[config.mk]
export PLATFORM = sky130hd
export DESIGN_NAME = mpfs_pin_select
export DESIGN_NICKNAME = d
export VERILOG_FILES = /design/src/design/mpfs_pkg.sv /design/src/design/mpfs_pin_select.sv
export SDC_FILE = /design/constraint.sdc
export NUM_CORES = 1
export LEC_CHECK = 0
export BUFFER_PORTS_ARGS = -buffer_cell sky130_fd_sc_hd__clkbuf_2
export CAP_MARGIN = 10
export CELL_PAD_IN_SITES_DETAIL_PLACEMENT = 1
export CELL_PAD_IN_SITES_GLOBAL_PLACEMENT = 1
export CORE_MARGIN = 3
export CORE_UTILIZATION = 46
export DETAILED_ROUTE_END_ITERATION = 10
export PLACE_DENSITY_LB_ADDON = 0.08
export REMOVE_ABC_BUFFERS = 1
export SETUP_SLACK_MARGIN = 0.05
export SLEW_MARGIN = 10
export SYNTH_ARGS = -nofsm -noshare
export SYNTH_HDL_FRONTEND = slang
export SYNTH_SLANG_ARGS = --single-unit
export TNS_END_PERCENT = 1
[constraint.sdc]
create_clock -name ref_clk -period 4 [get_ports ref_clk]
set_clock_uncertainty 0.2 [all_clocks]
set_input_delay 0.8 -clock ref_clk [delete_from_list [all_inputs] [get_ports ref_clk]]
set_output_delay 0.8 -clock ref_clk [all_outputs]
set_load 0.1 [all_outputs]
[src/design/mpfs_pkg.sv]
/*
  Constants, tables and carrier types for the pin function select block.
  Assumes a single 125 MHz clock and a classic Wishbone register port.
*/
package mpfs_pkg;

  // --------------------
  // sizes and timing
  // --------------------
  localparam int CLK_HZ = 125_000_000;
  localparam int NUM_LINES = 20;
  localparam int BREAK_MS = 6000;          // serial break length
  localparam int BLINK_MS = 250;           // association blink half period
  localparam int CLK32_HZ = 32768;         // low speed clock output
  localparam int CMD_BAUD = 9600;          // uart rate in command mode
  localparam int BREAK_CYCLES_DEF = (CLK_HZ / 1000) * BREAK_MS;
  localparam int BLINK_CYCLES_DEF = (CLK_HZ / 1000) * BLINK_MS;
  localparam int CLK32_HALF = CLK_HZ / (2 * CLK32_HZ);
  localparam logic [1:0] STRAP_WAIT = 2'h3;

  // --------------------
  // function codes
  // --------------------
  localparam logic [2:0] CODE_DISABLED = 3'h0;
  localparam logic [2:0] CODE_SPECIAL_A = 3'h1;
  localparam logic [2:0] CODE_SPECIAL_B = 3'h2;
  localparam logic [2:0] CODE_INPUT = 3'h3;
  localparam logic [2:0] CODE_OUT_LOW = 3'h4;
  localparam logic [2:0] CODE_OUT_HIGH = 3'h5;
  localparam logic [2:0] CODE_SPECIAL_C = 3'h6;
  localparam logic [2:0] CODE_SPECIAL_D = 3'h7;

  // --------------------
  // line numbers of the special lines
  // --------------------
  localparam int LINE_ASSOC = 5;
  localparam int LINE_RTS = 6;
  localparam int LINE_CTS = 7;
  localparam int LINE_SLEEP_REQ = 8;
  localparam int LINE_AWAKE = 9;
  localparam int LINE_FIRST_PWM_OUT = 10;
  localparam int LINE_SECOND_PWM_OUT = 11;
  localparam int LINE_12 = 12;
  localparam int LINE_SER_OUT = 13;
  localparam int LINE_SER_IN = 14;
  localparam int LINE_SPI_ATTENTION_OUT = 19;

  // legal code bitmap per line, line 19 first
  localparam logic [19:0][7:0] LINE_LEGAL = {
    8'h76, 8'h39, 8'h39, 8'h39, 8'h39, 8'h03, 8'h03, 8'h79, 8'h3F, 8'h3F,
    8'h3B, 8'h39, 8'hFB, 8'h3B, 8'h3B, 8'h39, 8'h39, 8'h39, 8'h39, 8'h39};
  // reset code per line, line 19 first
  localparam logic [19:0][2:0] LINE_RESET = {
    3'h1, 3'h0, 3'h0, 3'h0, 3'h0, 3'h1, 3'h1, 3'h0, 3'h0, 3'h1,
    3'h1, 3'h1, 3'h1, 3'h0, 3'h1, 3'h0, 3'h0, 3'h0, 3'h0, 3'h0};
  // line served by each pull mask bit, bit 19 first
  localparam logic [19:0][4:0] PULL_LINE = {
    5'h13, 5'h12, 5'h11, 5'h10, 5'h0F, 5'h0D, 5'h07, 5'h0B, 5'h0A, 5'h0C,
    5'h09, 5'h05, 5'h0E, 5'h08, 5'h06, 5'h00, 5'h01, 5'h02, 5'h03, 5'h04};

  // --------------------
  // register map and reset values
  // --------------------
  localparam logic [7:0] REG_FUNC_BASE = 8'h00;
  localparam logic [7:0] REG_PULL_EN = 8'h50;
  localparam logic [7:0] REG_PULL_DIR = 8'h54;
  localparam logic [7:0] REG_DUTY0 = 8'h58;
  localparam logic [7:0] REG_DUTY1 = 8'h5C;
  localparam logic [7:0] REG_STATUS = 8'h60;
  localparam logic [7:0] REG_PAD_IN = 8'h64;
  localparam logic [19:0] PULL_EN_RESET = 20'hFFFFF;
  localparam logic [19:0] PULL_DIR_RESET = 20'hFFFFF;
  localparam logic [9:0] DUTY_RESET = 10'h000;
  localparam int STAT_CMD_BIT = 0;
  localparam int STAT_REJ_BIT = 1;

  // --------------------
  // carriers
  // --------------------
  typedef struct packed {
    logic joined;             // network joined
    logic rx_buf_full;        // uart receive buffer above threshold
    logic tx_active;          // uart/radio transmit in progress
    logic awake;              // device awake
    logic rx_activity;        // receive activity
    logic uart_txd;           // serial transmit data
    logic spi_attention;      // spi attention level
    logic uart_data_present;  // uart data waiting
    logic [9:0] rssi_duty;    // rssi derived duty
  } mpfs_core_in_t;

  typedef struct packed {
    logic rts_host_ready;     // host allows sending
    logic sleep_request;      // pin sleep request level
    logic uart_rxd;           // serial receive data
    logic cmd_mode;           // command mode at CMD_BAUD
    logic ok_send;            // pulse: send the OK response
  } mpfs_core_out_t;

  typedef struct packed {
    logic [19:0] out;
    logic [19:0] oe_n;
    logic [19:0] pull_en;
    logic [19:0] pull_up;
  } mpfs_pad_t;

endpackage : mpfs_pkg

[src/design/mpfs_pin_select.sv]
/*
  Pin function select: line codes, pull masks, PWM, clock, command entry.
  Assumes a Wishbone master on ref_clk and pads that obey out/oe_n/pulls.
*/
// Behaviour
// RL1 - association line: 0 off, 1 blink while joined, 3-5 digital; 2 refused
// RL2 - on every line that accepts them, 0 disables, 3 inputs, 4 drives low, 5 drives high
// RL3 - rts line: 1 rts flow control, 3-5 digital, 0 off by default
// RL4 - cts line: 1 cts default; 6 tx enable low on transmit, 7 high
// RL5 - sleep request line always controls pin sleep; codes 0, 3-5
// RL6 - first pwm line: 1 rssi pwm default, 2 duty pwm, 3-5 digital
// RL7 - second pwm line: 2 duty pwm, 3-5 digital, 0 default
// RL8 - second pwm line code 1 outputs a 32.768 kHz clock; the code divides 125 MHz by 3814, about 32.774 kHz
// RL9 - line 12: codes 0, 3-6; 6 is receive activity led; default 0
// RL10 - serial out line: 0 off, 1 uart transmit data, default 1
// RL11 - enabled serial input: 6 s break or low at reset enters command mode
// RL12 - command mode entry that way requests an OK on the uart output
// RL13 - spi attention line: 1 attention, 4/5 digital, 6 uart data present
// RL14 - pull direction bit 1 pulls up, 0 pulls down, resets 0xFFFFF
// RL15 - pull enable bit 1 enables the line pull, 0 leaves none
// RL16 - pulls act only on lines that are inputs or disabled
// RL17 - pull mask bits map to lines by a fixed table; enable resets 0xFFFFF
// RL18 - each pwm has a duty 0 to 0x3FF, default 0, used in pwm mode
// RL19 - pwm output is high for duty/1024 of each period
// RL20 - an unsupported code is refused and the old setting kept
`timescale 1ns/1ns
`default_nettype none

module mpfs_pin_select #(
  parameter int BREAK_CYCLES = mpfs_pkg::BREAK_CYCLES_DEF,
  parameter int BLINK_CYCLES = mpfs_pkg::BLINK_CYCLES_DEF
) (
  // clock and reset
  input wire logic ref_clk,
  input wire logic rst_n,
  // wishbone slave
  input wire logic wb_cyc_i,
  input wire logic wb_stb_i,
  input wire logic wb_we_i,
  input wire logic [7:0] wb_adr_i,
  input wire logic [3:0] wb_sel_i,
  input wire logic [31:0] wb_dat_i,
  output logic [31:0] wb_dat_o,
  output logic wb_ack_o,
  // device core side
  input wire mpfs_pkg::mpfs_core_in_t core_in,
  output mpfs_pkg::mpfs_core_out_t core_out,
  // pads
  input wire logic [19:0] pad_in,
  output mpfs_pkg::mpfs_pad_t pad
);
  import mpfs_pkg::*;

  // registers, decode and per line drive
  logic [19:0][2:0] line_func;
  logic [19:0] pull_enable_mask, pull_direction_mask, pad_meta, pad_sync;
  logic [19:0] sp_en, sp_val, passive, next_out, next_oe_n;
  logic [19:0] next_pull_en, next_pull_up;
  logic [9:0] first_pwm_duty, second_pwm_duty, pwm_cnt, first_pwm_out_duty_sel;
  logic cmd_mode, reject_flag, enter_cmd, blink_phase, clk32;
  logic wb_hit, wb_wr, is_func, code_ok, break_hit, din_enabled;
  logic [31:0] old_val, wr_val;
  logic [1:0] strap_cnt;
  logic [29:0] break_cnt;
  logic [24:0] blink_cnt;
  logic [10:0] clk32_cnt;
  logic [7:0] adr_word;
  logic [4:0] func_line;

  // merge write data into an old word under the byte enables
  function automatic logic [31:0] mpfs_byte_merge(
    input logic [31:0] old_w,
    input logic [31:0] new_w,
    input logic [3:0] sel
  );
    logic [31:0] m;
    m = {{8{sel[3]}}, {8{sel[2]}}, {8{sel[1]}}, {8{sel[0]}}};
    return (old_w & ~m) | (new_w & m);
  endfunction : mpfs_byte_merge

  // ---------------------------------------------------------------
  // bus decode
  // ---------------------------------------------------------------
  // one wait state: ack is raised the cycle after the request is seen
  assign wb_hit = wb_cyc_i & wb_stb_i & ~wb_ack_o;
  assign wb_wr = wb_hit & wb_we_i;
  assign adr_word = {wb_adr_i[7:2], 2'h0};
  assign is_func = adr_word < REG_PULL_EN;
  assign func_line = wb_adr_i[6:2];
  assign din_enabled = line_func[LINE_SER_IN] == CODE_SPECIAL_A;

  // current value of the addressed register, also the read data
  always_comb begin
    old_val = 32'h0;
    if (is_func) begin
      old_val = {29'h0, line_func[func_line]};
    end else begin
      unique case (adr_word)
        REG_PULL_EN: old_val = {12'h0, pull_enable_mask};
        REG_PULL_DIR: old_val = {12'h0, pull_direction_mask};
        REG_DUTY0: old_val = {22'h0, first_pwm_duty};
        REG_DUTY1: old_val = {22'h0, second_pwm_duty};
        REG_STATUS: old_val = {30'h0, reject_flag, cmd_mode};
        REG_PAD_IN: old_val = {12'h0, pad_sync};
        default: old_val = 32'h0;  // unmapped reads as zero
      endcase
    end
  end

  // a code is taken only if the line lists it as legal
  assign wr_val = mpfs_byte_merge(old_val, wb_dat_i, wb_sel_i);
  assign code_ok = (wr_val[31:3] == 29'h0) &&
                   LINE_LEGAL[func_line][wr_val[2:0]];  // see RL20

  // bus answer
  always_ff @(posedge ref_clk or negedge rst_n) begin
    if (!rst_n) begin
      wb_ack_o <= 1'b0;
      wb_dat_o <= 32'h0;
    end else begin
      wb_ack_o <= wb_hit;
      wb_dat_o <= wb_hit ? old_val : 32'h0;
    end
  end

  // ---------------------------------------------------------------
  // configuration registers
  // ---------------------------------------------------------------
  // function codes; reset values carry each line's default
  always_ff @(posedge ref_clk or negedge rst_n) begin
    if (!rst_n) begin
      line_func <= LINE_RESET;  // see RL1 see RL3 see RL4 see RL10
    end else if (wb_wr && is_func && code_ok) begin
      line_func[func_line] <= wr_val[2:0];  // see RL20
    end
  end

  // pull masks, reset to pull up every line that is disabled or an input
  always_ff @(posedge ref_clk or negedge rst_n) begin
    if (!rst_n) begin
      pull_enable_mask <= PULL_EN_RESET;  // see RL17
      pull_direction_mask <= PULL_DIR_RESET;  // see RL14
    end else if (wb_wr && adr_word == REG_PULL_EN) begin
      pull_enable_mask <= wr_val[19:0];
    end else if (wb_wr && adr_word == REG_PULL_DIR) begin
      pull_direction_mask <= wr_val[19:0];
    end
  end

  // pwm duties, ten bits so the range stops at 0x3FF
  always_ff @(posedge ref_clk or negedge rst_n) begin
    if (!rst_n) begin
      first_pwm_duty <= DUTY_RESET;  // see RL18
      second_pwm_duty <= DUTY_RESET;
    end else if (wb_wr && adr_word == REG_DUTY0) begin
      first_pwm_duty <= wr_val[9:0];
    end else if (wb_wr && adr_word == REG_DUTY1) begin
      second_pwm_duty <= wr_val[9:0];
    end
  end

  // refused writes are flagged; a new refusal beats the clear
  always_ff @(posedge ref_clk or negedge rst_n) begin
    if (!rst_n) begin
      reject_flag <= 1'b0;
    end else if (wb_wr && is_func && !code_ok) begin
      reject_flag <= 1'b1;  // see RL20
    end else if (wb_wr && adr_word == REG_STATUS &&
                 wb_sel_i[0] && wb_dat_i[STAT_REJ_BIT]) begin
      reject_flag <= 1'b0;
    end
  end

  // ---------------------------------------------------------------
  // pad input synchroniser
  // ---------------------------------------------------------------
  // pins are asynchronous; only pad_sync is read by logic
  always_ff @(posedge ref_clk or negedge rst_n) begin
    if (!rst_n) begin
      pad_meta <= 20'hFFFFF;
      pad_sync <= 20'hFFFFF;
    end else begin
      pad_meta <= pad_in;
      pad_sync <= pad_meta;
    end
  end

  // ---------------------------------------------------------------
  // command mode entry
  // ---------------------------------------------------------------
  // strap: wait for the synchroniser to fill before sampling the line
  always_ff @(posedge ref_clk or negedge rst_n) begin
    if (!rst_n) begin
      strap_cnt <= 2'h0;
    end else if (strap_cnt != STRAP_WAIT) begin
      strap_cnt <= strap_cnt + 2'h1;
    end
  end

  // break timer runs only while the input line is low and enabled
  always_ff @(posedge ref_clk or negedge rst_n) begin
    if (!rst_n) begin
      break_cnt <= 30'h0;
    end else if (!din_enabled || pad_sync[LINE_SER_IN]) begin
      break_cnt <= 30'h0;
    end else if (break_cnt != 30'(BREAK_CYCLES)) begin
      break_cnt <= break_cnt + 30'h1;  // saturates: one entry per break
    end
  end

  assign break_hit = break_cnt == 30'(BREAK_CYCLES - 1);

  // entry pulse from either path; break counts only in normal mode
  always_comb begin
    enter_cmd = 1'b0;
    if (din_enabled && strap_cnt == STRAP_WAIT - 2'h1 &&
        !pad_sync[LINE_SER_IN]) begin
      enter_cmd = 1'b1;  // see RL11
    end
    if (break_hit && !cmd_mode) begin
      enter_cmd = 1'b1;  // see RL11
    end
  end

  // command mode level; software leaves it by writing one, entry wins
  always_ff @(posedge ref_clk or negedge rst_n) begin
    if (!rst_n) begin
      cmd_mode <= 1'b0;
    end else if (enter_cmd) begin
      cmd_mode <= 1'b1;
    end else if (wb_wr && adr_word == REG_STATUS &&
                 wb_sel_i[0] && wb_dat_i[STAT_CMD_BIT]) begin
      cmd_mode <= 1'b0;
    end
  end

  // ---------------------------------------------------------------
  // waveform sources
  // ---------------------------------------------------------------
  // association blink, equal on and off times
  always_ff @(posedge ref_clk or negedge rst_n) begin
    if (!rst_n) begin
      blink_cnt <= 25'h0;
      blink_phase <= 1'b0;
    end else if (blink_cnt == 25'(BLINK_CYCLES - 1)) begin
      blink_cnt <= 25'h0;
      blink_phase <= ~blink_phase;
    end else begin
      blink_cnt <= blink_cnt + 25'h1;
    end
  end

  // low speed clock; integer divider, so about 32.77 kHz from 125 MHz
  always_ff @(posedge ref_clk or negedge rst_n) begin
    if (!rst_n) begin
      clk32_cnt <= 11'h0;
      clk32 <= 1'b0;
    end else if (clk32_cnt == 11'(CLK32_HALF - 1)) begin
      clk32_cnt <= 11'h0;
      clk32 <= ~clk32;  // see RL8
    end else begin
      clk32_cnt <= clk32_cnt + 11'h1;
    end
  end

  // shared 1024 step pwm period counter
  always_ff @(posedge ref_clk or negedge rst_n) begin
    if (!rst_n) begin
      pwm_cnt <= 10'h0;
    end else begin
      pwm_cnt <= pwm_cnt + 10'h1;  // see RL19
    end
  end

  // first pwm takes rssi or the duty register by its code
  assign first_pwm_out_duty_sel = line_func[LINE_FIRST_PWM_OUT] == CODE_SPECIAL_A ?
                         core_in.rssi_duty : first_pwm_duty;  // see RL6

  // ---------------------------------------------------------------
  // special function drive
  // ---------------------------------------------------------------
  // per line: does a special function own the pin, and at what level
  always_comb begin
    sp_en = 20'h0;
    sp_val = 20'h0;
    // association led lights only in the on phase while joined
    if (line_func[LINE_ASSOC] == CODE_SPECIAL_A) begin
      sp_en[LINE_ASSOC] = 1'b1;  // see RL1
      sp_val[LINE_ASSOC] = core_in.joined & blink_phase;
    end
    // cts is active low: high while the receive buffer is full
    unique case (line_func[LINE_CTS])
      CODE_SPECIAL_A: begin
        sp_en[LINE_CTS] = 1'b1;  // see RL4
        sp_val[LINE_CTS] = core_in.rx_buf_full;
      end
      CODE_SPECIAL_C: begin
        sp_en[LINE_CTS] = 1'b1;  // see RL4
        sp_val[LINE_CTS] = ~core_in.tx_active;
      end
      CODE_SPECIAL_D: begin
        sp_en[LINE_CTS] = 1'b1;  // see RL4
        sp_val[LINE_CTS] = core_in.tx_active;
      end
      default: sp_val[LINE_CTS] = 1'b0;  // digital codes or off
    endcase
    if (line_func[LINE_AWAKE] == CODE_SPECIAL_A) begin
      sp_en[LINE_AWAKE] = 1'b1;
      sp_val[LINE_AWAKE] = core_in.awake;
    end
    if (line_func[LINE_FIRST_PWM_OUT] == CODE_SPECIAL_A ||
        line_func[LINE_FIRST_PWM_OUT] == CODE_SPECIAL_B) begin
      sp_en[LINE_FIRST_PWM_OUT] = 1'b1;  // see RL6
      sp_val[LINE_FIRST_PWM_OUT] = pwm_cnt < first_pwm_out_duty_sel;  // see RL19
    end
    if (line_func[LINE_SECOND_PWM_OUT] == CODE_SPECIAL_A) begin
      sp_en[LINE_SECOND_PWM_OUT] = 1'b1;  // see RL8
      sp_val[LINE_SECOND_PWM_OUT] = clk32;
    end else if (line_func[LINE_SECOND_PWM_OUT] == CODE_SPECIAL_B) begin
      sp_en[LINE_SECOND_PWM_OUT] = 1'b1;  // see RL7
      sp_val[LINE_SECOND_PWM_OUT] = pwm_cnt < second_pwm_duty;  // see RL18
    end
    if (line_func[LINE_12] == CODE_SPECIAL_C) begin
      sp_en[LINE_12] = 1'b1;  // see RL9
      sp_val[LINE_12] = core_in.rx_activity;
    end
    if (line_func[LINE_SER_OUT] == CODE_SPECIAL_A) begin
      sp_en[LINE_SER_OUT] = 1'b1;  // see RL10
      sp_val[LINE_SER_OUT] = core_in.uart_txd;
    end
    if (line_func[LINE_SPI_ATTENTION_OUT] == CODE_SPECIAL_A) begin
      sp_en[LINE_SPI_ATTENTION_OUT] = 1'b1;  // see RL13
      sp_val[LINE_SPI_ATTENTION_OUT] = core_in.spi_attention;
    end else if (line_func[LINE_SPI_ATTENTION_OUT] == CODE_SPECIAL_C) begin
      sp_en[LINE_SPI_ATTENTION_OUT] = 1'b1;  // see RL13
      sp_val[LINE_SPI_ATTENTION_OUT] = core_in.uart_data_present;
    end
  end

  // ---------------------------------------------------------------
  // per line pad control and pull mapping
  // ---------------------------------------------------------------
  for (genvar l = 0; l < NUM_LINES; l++) begin : g_line
    // no legal code is both special and plain digital
    assign passive[l] = line_func[l] == CODE_DISABLED ||
                        line_func[l] == CODE_INPUT;  // see RL16
    assign next_oe_n[l] = ~(sp_en[l] ||
                            line_func[l] == CODE_OUT_LOW ||
                            line_func[l] == CODE_OUT_HIGH);  // see RL2
    assign next_out[l] = sp_en[l] ? sp_val[l] :
                         line_func[l] == CODE_OUT_HIGH;  // see RL2
  end

  // mask bit b serves the line its table entry names
  for (genvar b = 0; b < NUM_LINES; b++) begin : g_pull
    assign next_pull_en[PULL_LINE[b]] =
      pull_enable_mask[b] & passive[PULL_LINE[b]];  // see RL15 see RL17
    assign next_pull_up[PULL_LINE[b]] =
      pull_direction_mask[b];  // see RL14
  end

  // registered pad controls
  always_ff @(posedge ref_clk or negedge rst_n) begin
    if (!rst_n) begin
      pad.out <= 20'h0;
      pad.oe_n <= 20'hFFFFF;
      pad.pull_en <= 20'h0;
      pad.pull_up <= 20'h0;
    end else begin
      pad.out <= next_out;
      pad.oe_n <= next_oe_n;
      pad.pull_en <= next_pull_en;
      pad.pull_up <= next_pull_up;
    end
  end

  // ---------------------------------------------------------------
  // core side outputs
  // ---------------------------------------------------------------
  // rts is active low; with flow control off the host always may send
  always_ff @(posedge ref_clk or negedge rst_n) begin
    if (!rst_n) begin
      core_out <= '0;
    end else begin
      core_out.rts_host_ready <= line_func[LINE_RTS] != CODE_SPECIAL_A ||
                                 !pad_sync[LINE_RTS];  // see RL3
      core_out.sleep_request <= pad_sync[LINE_SLEEP_REQ];  // see RL5
      core_out.uart_rxd <= !din_enabled || pad_sync[LINE_SER_IN];
      core_out.cmd_mode <= cmd_mode;  // see RL11
      core_out.ok_send <= enter_cmd;  // see RL12
    end
  end

endmodule : mpfs_pin_select

`default_nettype wire

Yosys cells after proc, flatten, opt, wreduce, memory -nomap -nowiden. Memories as Yosys holds them, arrays and structs flattened. Cells that the tools add are included.

$add $sub $neg: 5. Muxes and demuxes: 50. Eq/ne operators: 87. Reduce and logical (&&, ||, !) cells: 99. Bitwise logic cells: 54. $lt $le $gt $ge: 6.

Operators by type and width (count): $eq A3 B3 Y1 const B (44); $pmux W20 S6 (1); $eq A3 B2 Y1 const B (22); $and A32 B32 Y32 (2); $mux W32 (2); $bwmux W60 (1); $logic_not A3 Y1 (20); $mux W30 (2); $logic_or A1 B1 Y1 (51); $eq A6 B5 Y1 const B (6); $mux W1 (34); $not A32 Y32 (1); $or A32 B32 Y32 (1); $add A30 B1 Y30 const B (1); $eq A30 B30 Y1 const B (1); $ne A30 B30 Y1 const B (1); $logic_not A29 Y1 (1); $not A1 Y1 (26); $add A25 B1 Y25 const B (1); $eq A25 B25 Y1 const B (1); $mux W25 (1); $and A1 B1 Y1 (24); $eq A3 B1 Y1 const B (8); $lt A10 B10 Y1 (2); 24 further kinds (47).

Register bits after elaboration: 360. Word-level logic and storage cells: 348. Memories: 1. Memory bits (read-only): 256.

Memory list: (name not given) (words 32, width 8, rd ports 1, clocked after Yosys merged registers in 0, wr ports 0, line mpfs_pin_select.sv:113) `LINE_LEGAL[func_line][wr_val[2:0]];`.

Logic depth before layout (Yosys ltp).
Depth after elaboration: 11. Mapped depth: 18.

Worst setup path after synthesis. OpenSTA, ideal clock, no wires.

Kind: input to register. Start: input wb_adr_i[2]. End: register line_func[32] in the netlist's numbering. Data required time: 3.672 ns. Setup time: 0.128 ns. Arrival time: 4.639 ns. Stages on the path: 18. Slack: -0.967 ns. Buffers on the path: 7. Path through: buf_2 buf_2 buf_2 inv_1 ha_1 clkbuf_1 and2_1 and2_1 clkbuf_1 a222oi_1 a31o_2 nand4b_1 or4_1 and4bb_1 buf_4 buf_8 nand3_2 mux2_1.

Longest elaborated chain between the ends: 9.

RTL lines: start: declaration (line mpfs_pin_select.sv:40) `input wire logic [7:0] wb_adr_i,`; $bmux W3 S5 / $eq A6 B5 Y1 (equally long branches) (line mpfs_pin_select.sv:96, mpfs_pin_select.sv:98); $mux W3 (implied by the code) / $pmux W20 S6 (equally long branches) (line mpfs_pin_select.sv:96, mpfs_pin_select.sv:98); $mux W32 (line mpfs_pin_select.sv:95) `if (is_func) begin`; $and A32 B32 Y32 (line mpfs_pin_select.sv:78) `return (old_w & ~m) | (new_w & m);`; $or A32 B32 Y32 (line mpfs_pin_select.sv:78); $bmux W1 S3 (line mpfs_pin_select.sv:113); $mux W1 (implied by the code) (line mpfs_pin_select.sv:113); $logic_and A1 B1 Y1 (line mpfs_pin_select.sv:112) `assign code_ok = (wr_val[31:3] == 29'h0) &&`; $logic_and A1 B1 Y1 (line mpfs_pin_select.sv:133) `end else if (wb_wr && is_func && code_ok) begin`; end signal: indexed assignment (line mpfs_pin_select.sv:134) `line_func[func_line] <= wr_val[2:0];`; end: declaration (line mpfs_pin_select.sv:55) `logic [19:0][2:0] line_func;`.

Parallel ways exist; a longest one is shown, timed or not. The select of a mux whose other input is x is not followed. A chain may end at the register's enable or synchronous reset.

Worst setup path after layout.
Start: input wb_adr_i[3]. End: register line_func[56] in the netlist's numbering.

Same word-level chain as after synthesis.

==> impl_metrics.csv <==
group,metric,value,unit
routing,vias,11800,
routing,antenna_left,0,
yosys,syn_inst,1346,
grt,overflow,0,
die,die_area,0.0360,mm^2
grt,grt_pass1_vias,12700,
power_and_ir_drop,switching_power,1.93,mW
die,initial_utilization,47.2,%
critical_path,required,4230,ps
routing,routed_via_density,5.56,
hold_path,hp-class,"in2async",
critical_path,worstSetupPathType,"in2reg",
final_layout,nets,1768,
power_and_ir_drop,irDropWorstVdd,0.000348,V
yosys,netlist_area,0.0155,mm^2
die,die_w,190,um
grt,antenna_found_initial,3,
critical_path,path_buf_inv,3,
critical_path,critPathMaxFanout,6,
grt,grt_max_degree,100,
critical_path,arrival,4230,ps
final_layout,n_fill_cell,3478,
final_layout,drive_gt1_share,37.6,%
yosys,syn_area_per_cell,11.5,um^2
cts,cts_sinks,348,
sta,fin_crit,4010,ps
place,placed_cell_area,0.0177,mm^2
power_and_ir_drop,p_leak,9.18,nW
yosys,synth_top_area_cell,"dfrtp_1",
critical_path,slowest_delay,570,ps
power_and_ir_drop,power_frac_seq,44.9,%
yosys,async_flop_share,100,%
power_and_ir_drop,switching_share,23.8,%
sta,hold_violations,0,
final_layout,fin_area,0.0196,mm^2
place,dpl.hpwl,33.8,mm
place,port_buffers,190,
critical_path,startpoint_type,"primary input",
yosys,ys_seq_area_share,56.9,%
yosys,synth.area.top_cells,"dfrtp_1 (39%), dfstp_2 (18%), mux2_2 (4.9%)",
sta,setup_slack,-5.92,ps
final_layout,utilization,59.4,%
sta,worst_pin_slew,939,ps
place,gp_congestion,0.873,
cts,cts_tree,"done",
yosys,synth_top_area_share,38.6,%
die,fp.coreArea,0.0329,mm^2
cts,cts_buffer_depth,3,
sta,fin_crit_sh,100,%
run,max-cap-violations,0,
cts,root_buffer,"clkbuf_16",
routing,drcViolationCount,0,
sta,slew_violations,0,
yosys,yosys_warnings,0,
grt,grt_pass1_wl,73.5,mm
yosys,synth.distinct_cells,80,
final_layout,final_cell_mix,"dfrtp_1 (240), clkbuf_2 (187), buf_4 (116), nor2_1 (114), dfstp_2 (108)",
routing,drt_iter0_markers,602,
final_layout,stdcell_count,2123,
power_and_ir_drop,power.density,415,mW/mm^2
critical_path,cp_cell_sequence,"buf_8 > inv_8 > ha_4 > and2_4 > and2_4 > a211o_1 > o32a_1 > or4_1 > or4_4 > and4bb_4 > buf_12 > and3_4 > mux2_4",
power_and_ir_drop,pwr-share-clk,47.4,%
final_layout,seqCellArea,0.00884,mm^2
critical_path,crit_family,"simple AND/OR/NAND/NOR gates",
power_and_ir_drop,p_int,6.20,mW
sta,timing.fmax,0.250,GHz
routing,wl,47.7,mm
cts,path_clk_slew,60,ps
grt,grt_use_total,26.3,%
yosys,synth_edf_count,0,
final_layout,multiInputGateArea,0.00649,mm^2
outcome,violations,"setup timing",
cts,clock_latency,540,ps
cts,cts_buffers,39,
die,io_pins,205,
outcome,outcome,"complete, but fails checks",
die,die-height,190,um
yosys,synth_ff_type,"dfrtp_1",
place,pre_cts_slack,-901,ps
routing,post_drt_wl_per_cell,22.5,um
final_layout,syn_to_final_growth,25.8,%
cts,cts_hold_buf,0,
critical_path,crit_top_cell,"and2_4",
sta,slew_headroom,36.9,%
power_and_ir_drop,combPwrFrac,7.7,%
die,rows,66,
cts,h-tree-depth,2,
sta,report.final.setup_viol,6,
critical_path,cp_slowest_cell,"or4_4",
yosys,ys_ff_latch,348,
final_layout,final_common_cell,"dfrtp_1",
routing,first_pass_iters,5,
critical_path,r2r_slack,240,ps
sta,rsz0062_at_grt,"true",
critical_path,cp-end-kind,"flip-flop",
place,placed_cells,2038,
[metrics by stage]
stage               hold WS, ps  TNS [ps]  power, mW
floorplan                   145    -34570       3.98
global placement            146    -39740       4.29
detailed placement          147    -47260       4.30
CTS                         105         0       8.18
global route                114     -1690       8.43
finish                     77.5     -19.4       8.13
[cell usage after synthesis (8+ instances only)]
master    count
mux2_1       13
o21ai_0      69
buf_4        14
nor3_1       12
xor2_1       49
nand3_1      55
and2_1       11
nor3b_1      23
nand2_1      92
dfrtp_1     240
mux2i_1      30
ha_1         32
mux2_2       67
nor2b_1      13
a21oi_1      29
a22oi_1      10
nor2_1      115
dfstp_2     108
buf_2        12
clkbuf_1     38
a31oi_1       8
xnor2_1      31
nand3_2      10
nand4_1      24
nand2b_1     22
inv_1        44
and3_1       36
[per-layer routing]
layer	vias up	part of all wire (%)	global-route usage [%]
met5	-	0	0
met4	0	4.9	12.6
met3	108	4.8	4.29
met2	330	49	43.9
met1	6037	41	33.6
li1	5328	-	-
[kinds of logic after synthesis]
family | Yosys count | share of synthesized area [%]
simple gates | 469 | 16.0
flops | 348 | 56.9
compound gates | 184 | 7.78
mux | 117 | 8.74
buf+inv | 115 | 3.48
xor+xnor | 80 | 4.51
fa+ha+maj | 32 | 2.58
other cells | 1 | 0.0241
[path summary, 6_finish.rpt]
kind,from,endpoint,depth (start not counted)
setup reg to reg,first_pwm_duty[5]$_DFFE_PN0P_,line_func[56]$_DFFE_PN0P_,10
hold / removal,rst_n,core_out[4]$_DFF_PN0_,1
hold reg to reg,pad_meta[7]$_DFF_PN1_,pad_sync[7]$_DFF_PN1_,0
max in group asynchronous,rst_n,line_func[27]$_DFFE_PN1P_,2
setup / recovery,wb_adr_i[3],line_func[56]$_DFFE_PN0P_,13
min in group ref_clk,pad_in[2],pad_meta[2]$_DFF_PN1_,1
[sequential cells by signal, summed over array words and instances (netlist names), 2 cells and up]
signal               cells
pull_enable_mask        20
line_func               60
pwm_cnt                 10
second_pwm_duty         10
pad                     80
pull_direction_mask     20
clk32_cnt               11
wb_dat_o                20
strap_cnt                2
core_out                 5
pad_meta                20
first_pwm_duty          10
pad_sync                20
break_cnt               30
blink_cnt               25
[final cells by class]
| cell class | count | area share (%) |
|---|---|---|
| flip-flops and latches | 348 | 45.2 |
| multi-input cells | 895 | 33.2 |
| repair buffers | 320 | 10.7 |
| clock buffers | 59 | 6.15 |
| well taps | 442 | 2.83 |
| clock inverters | 12 | 1.01 |
| inverters | 45 | 0.902 |
| diodes | 2 | 0.0256 |
[repair_timing]
item                       in CTS  in global routing
resized for setup              11                 68
gates cloned                    0                  3
setup buffers                   2                  7
pin swaps                       3                 13
setup endpoints to repair      60                 57
[power by group through the flow]
stage	registers (mW)	logic, mW	clock network (mW)
6_report	3.65	0.622	3.85
5_1_grt	3.65	0.667	4.11
4_1_cts	3.65	0.601	3.93
3_5_place_dp	3.71	0.593	0
3_3_place_gp	3.71	0.583	0
2_1_floorplan	3.79	0.184	0
(Power assumes the default switching activity.)
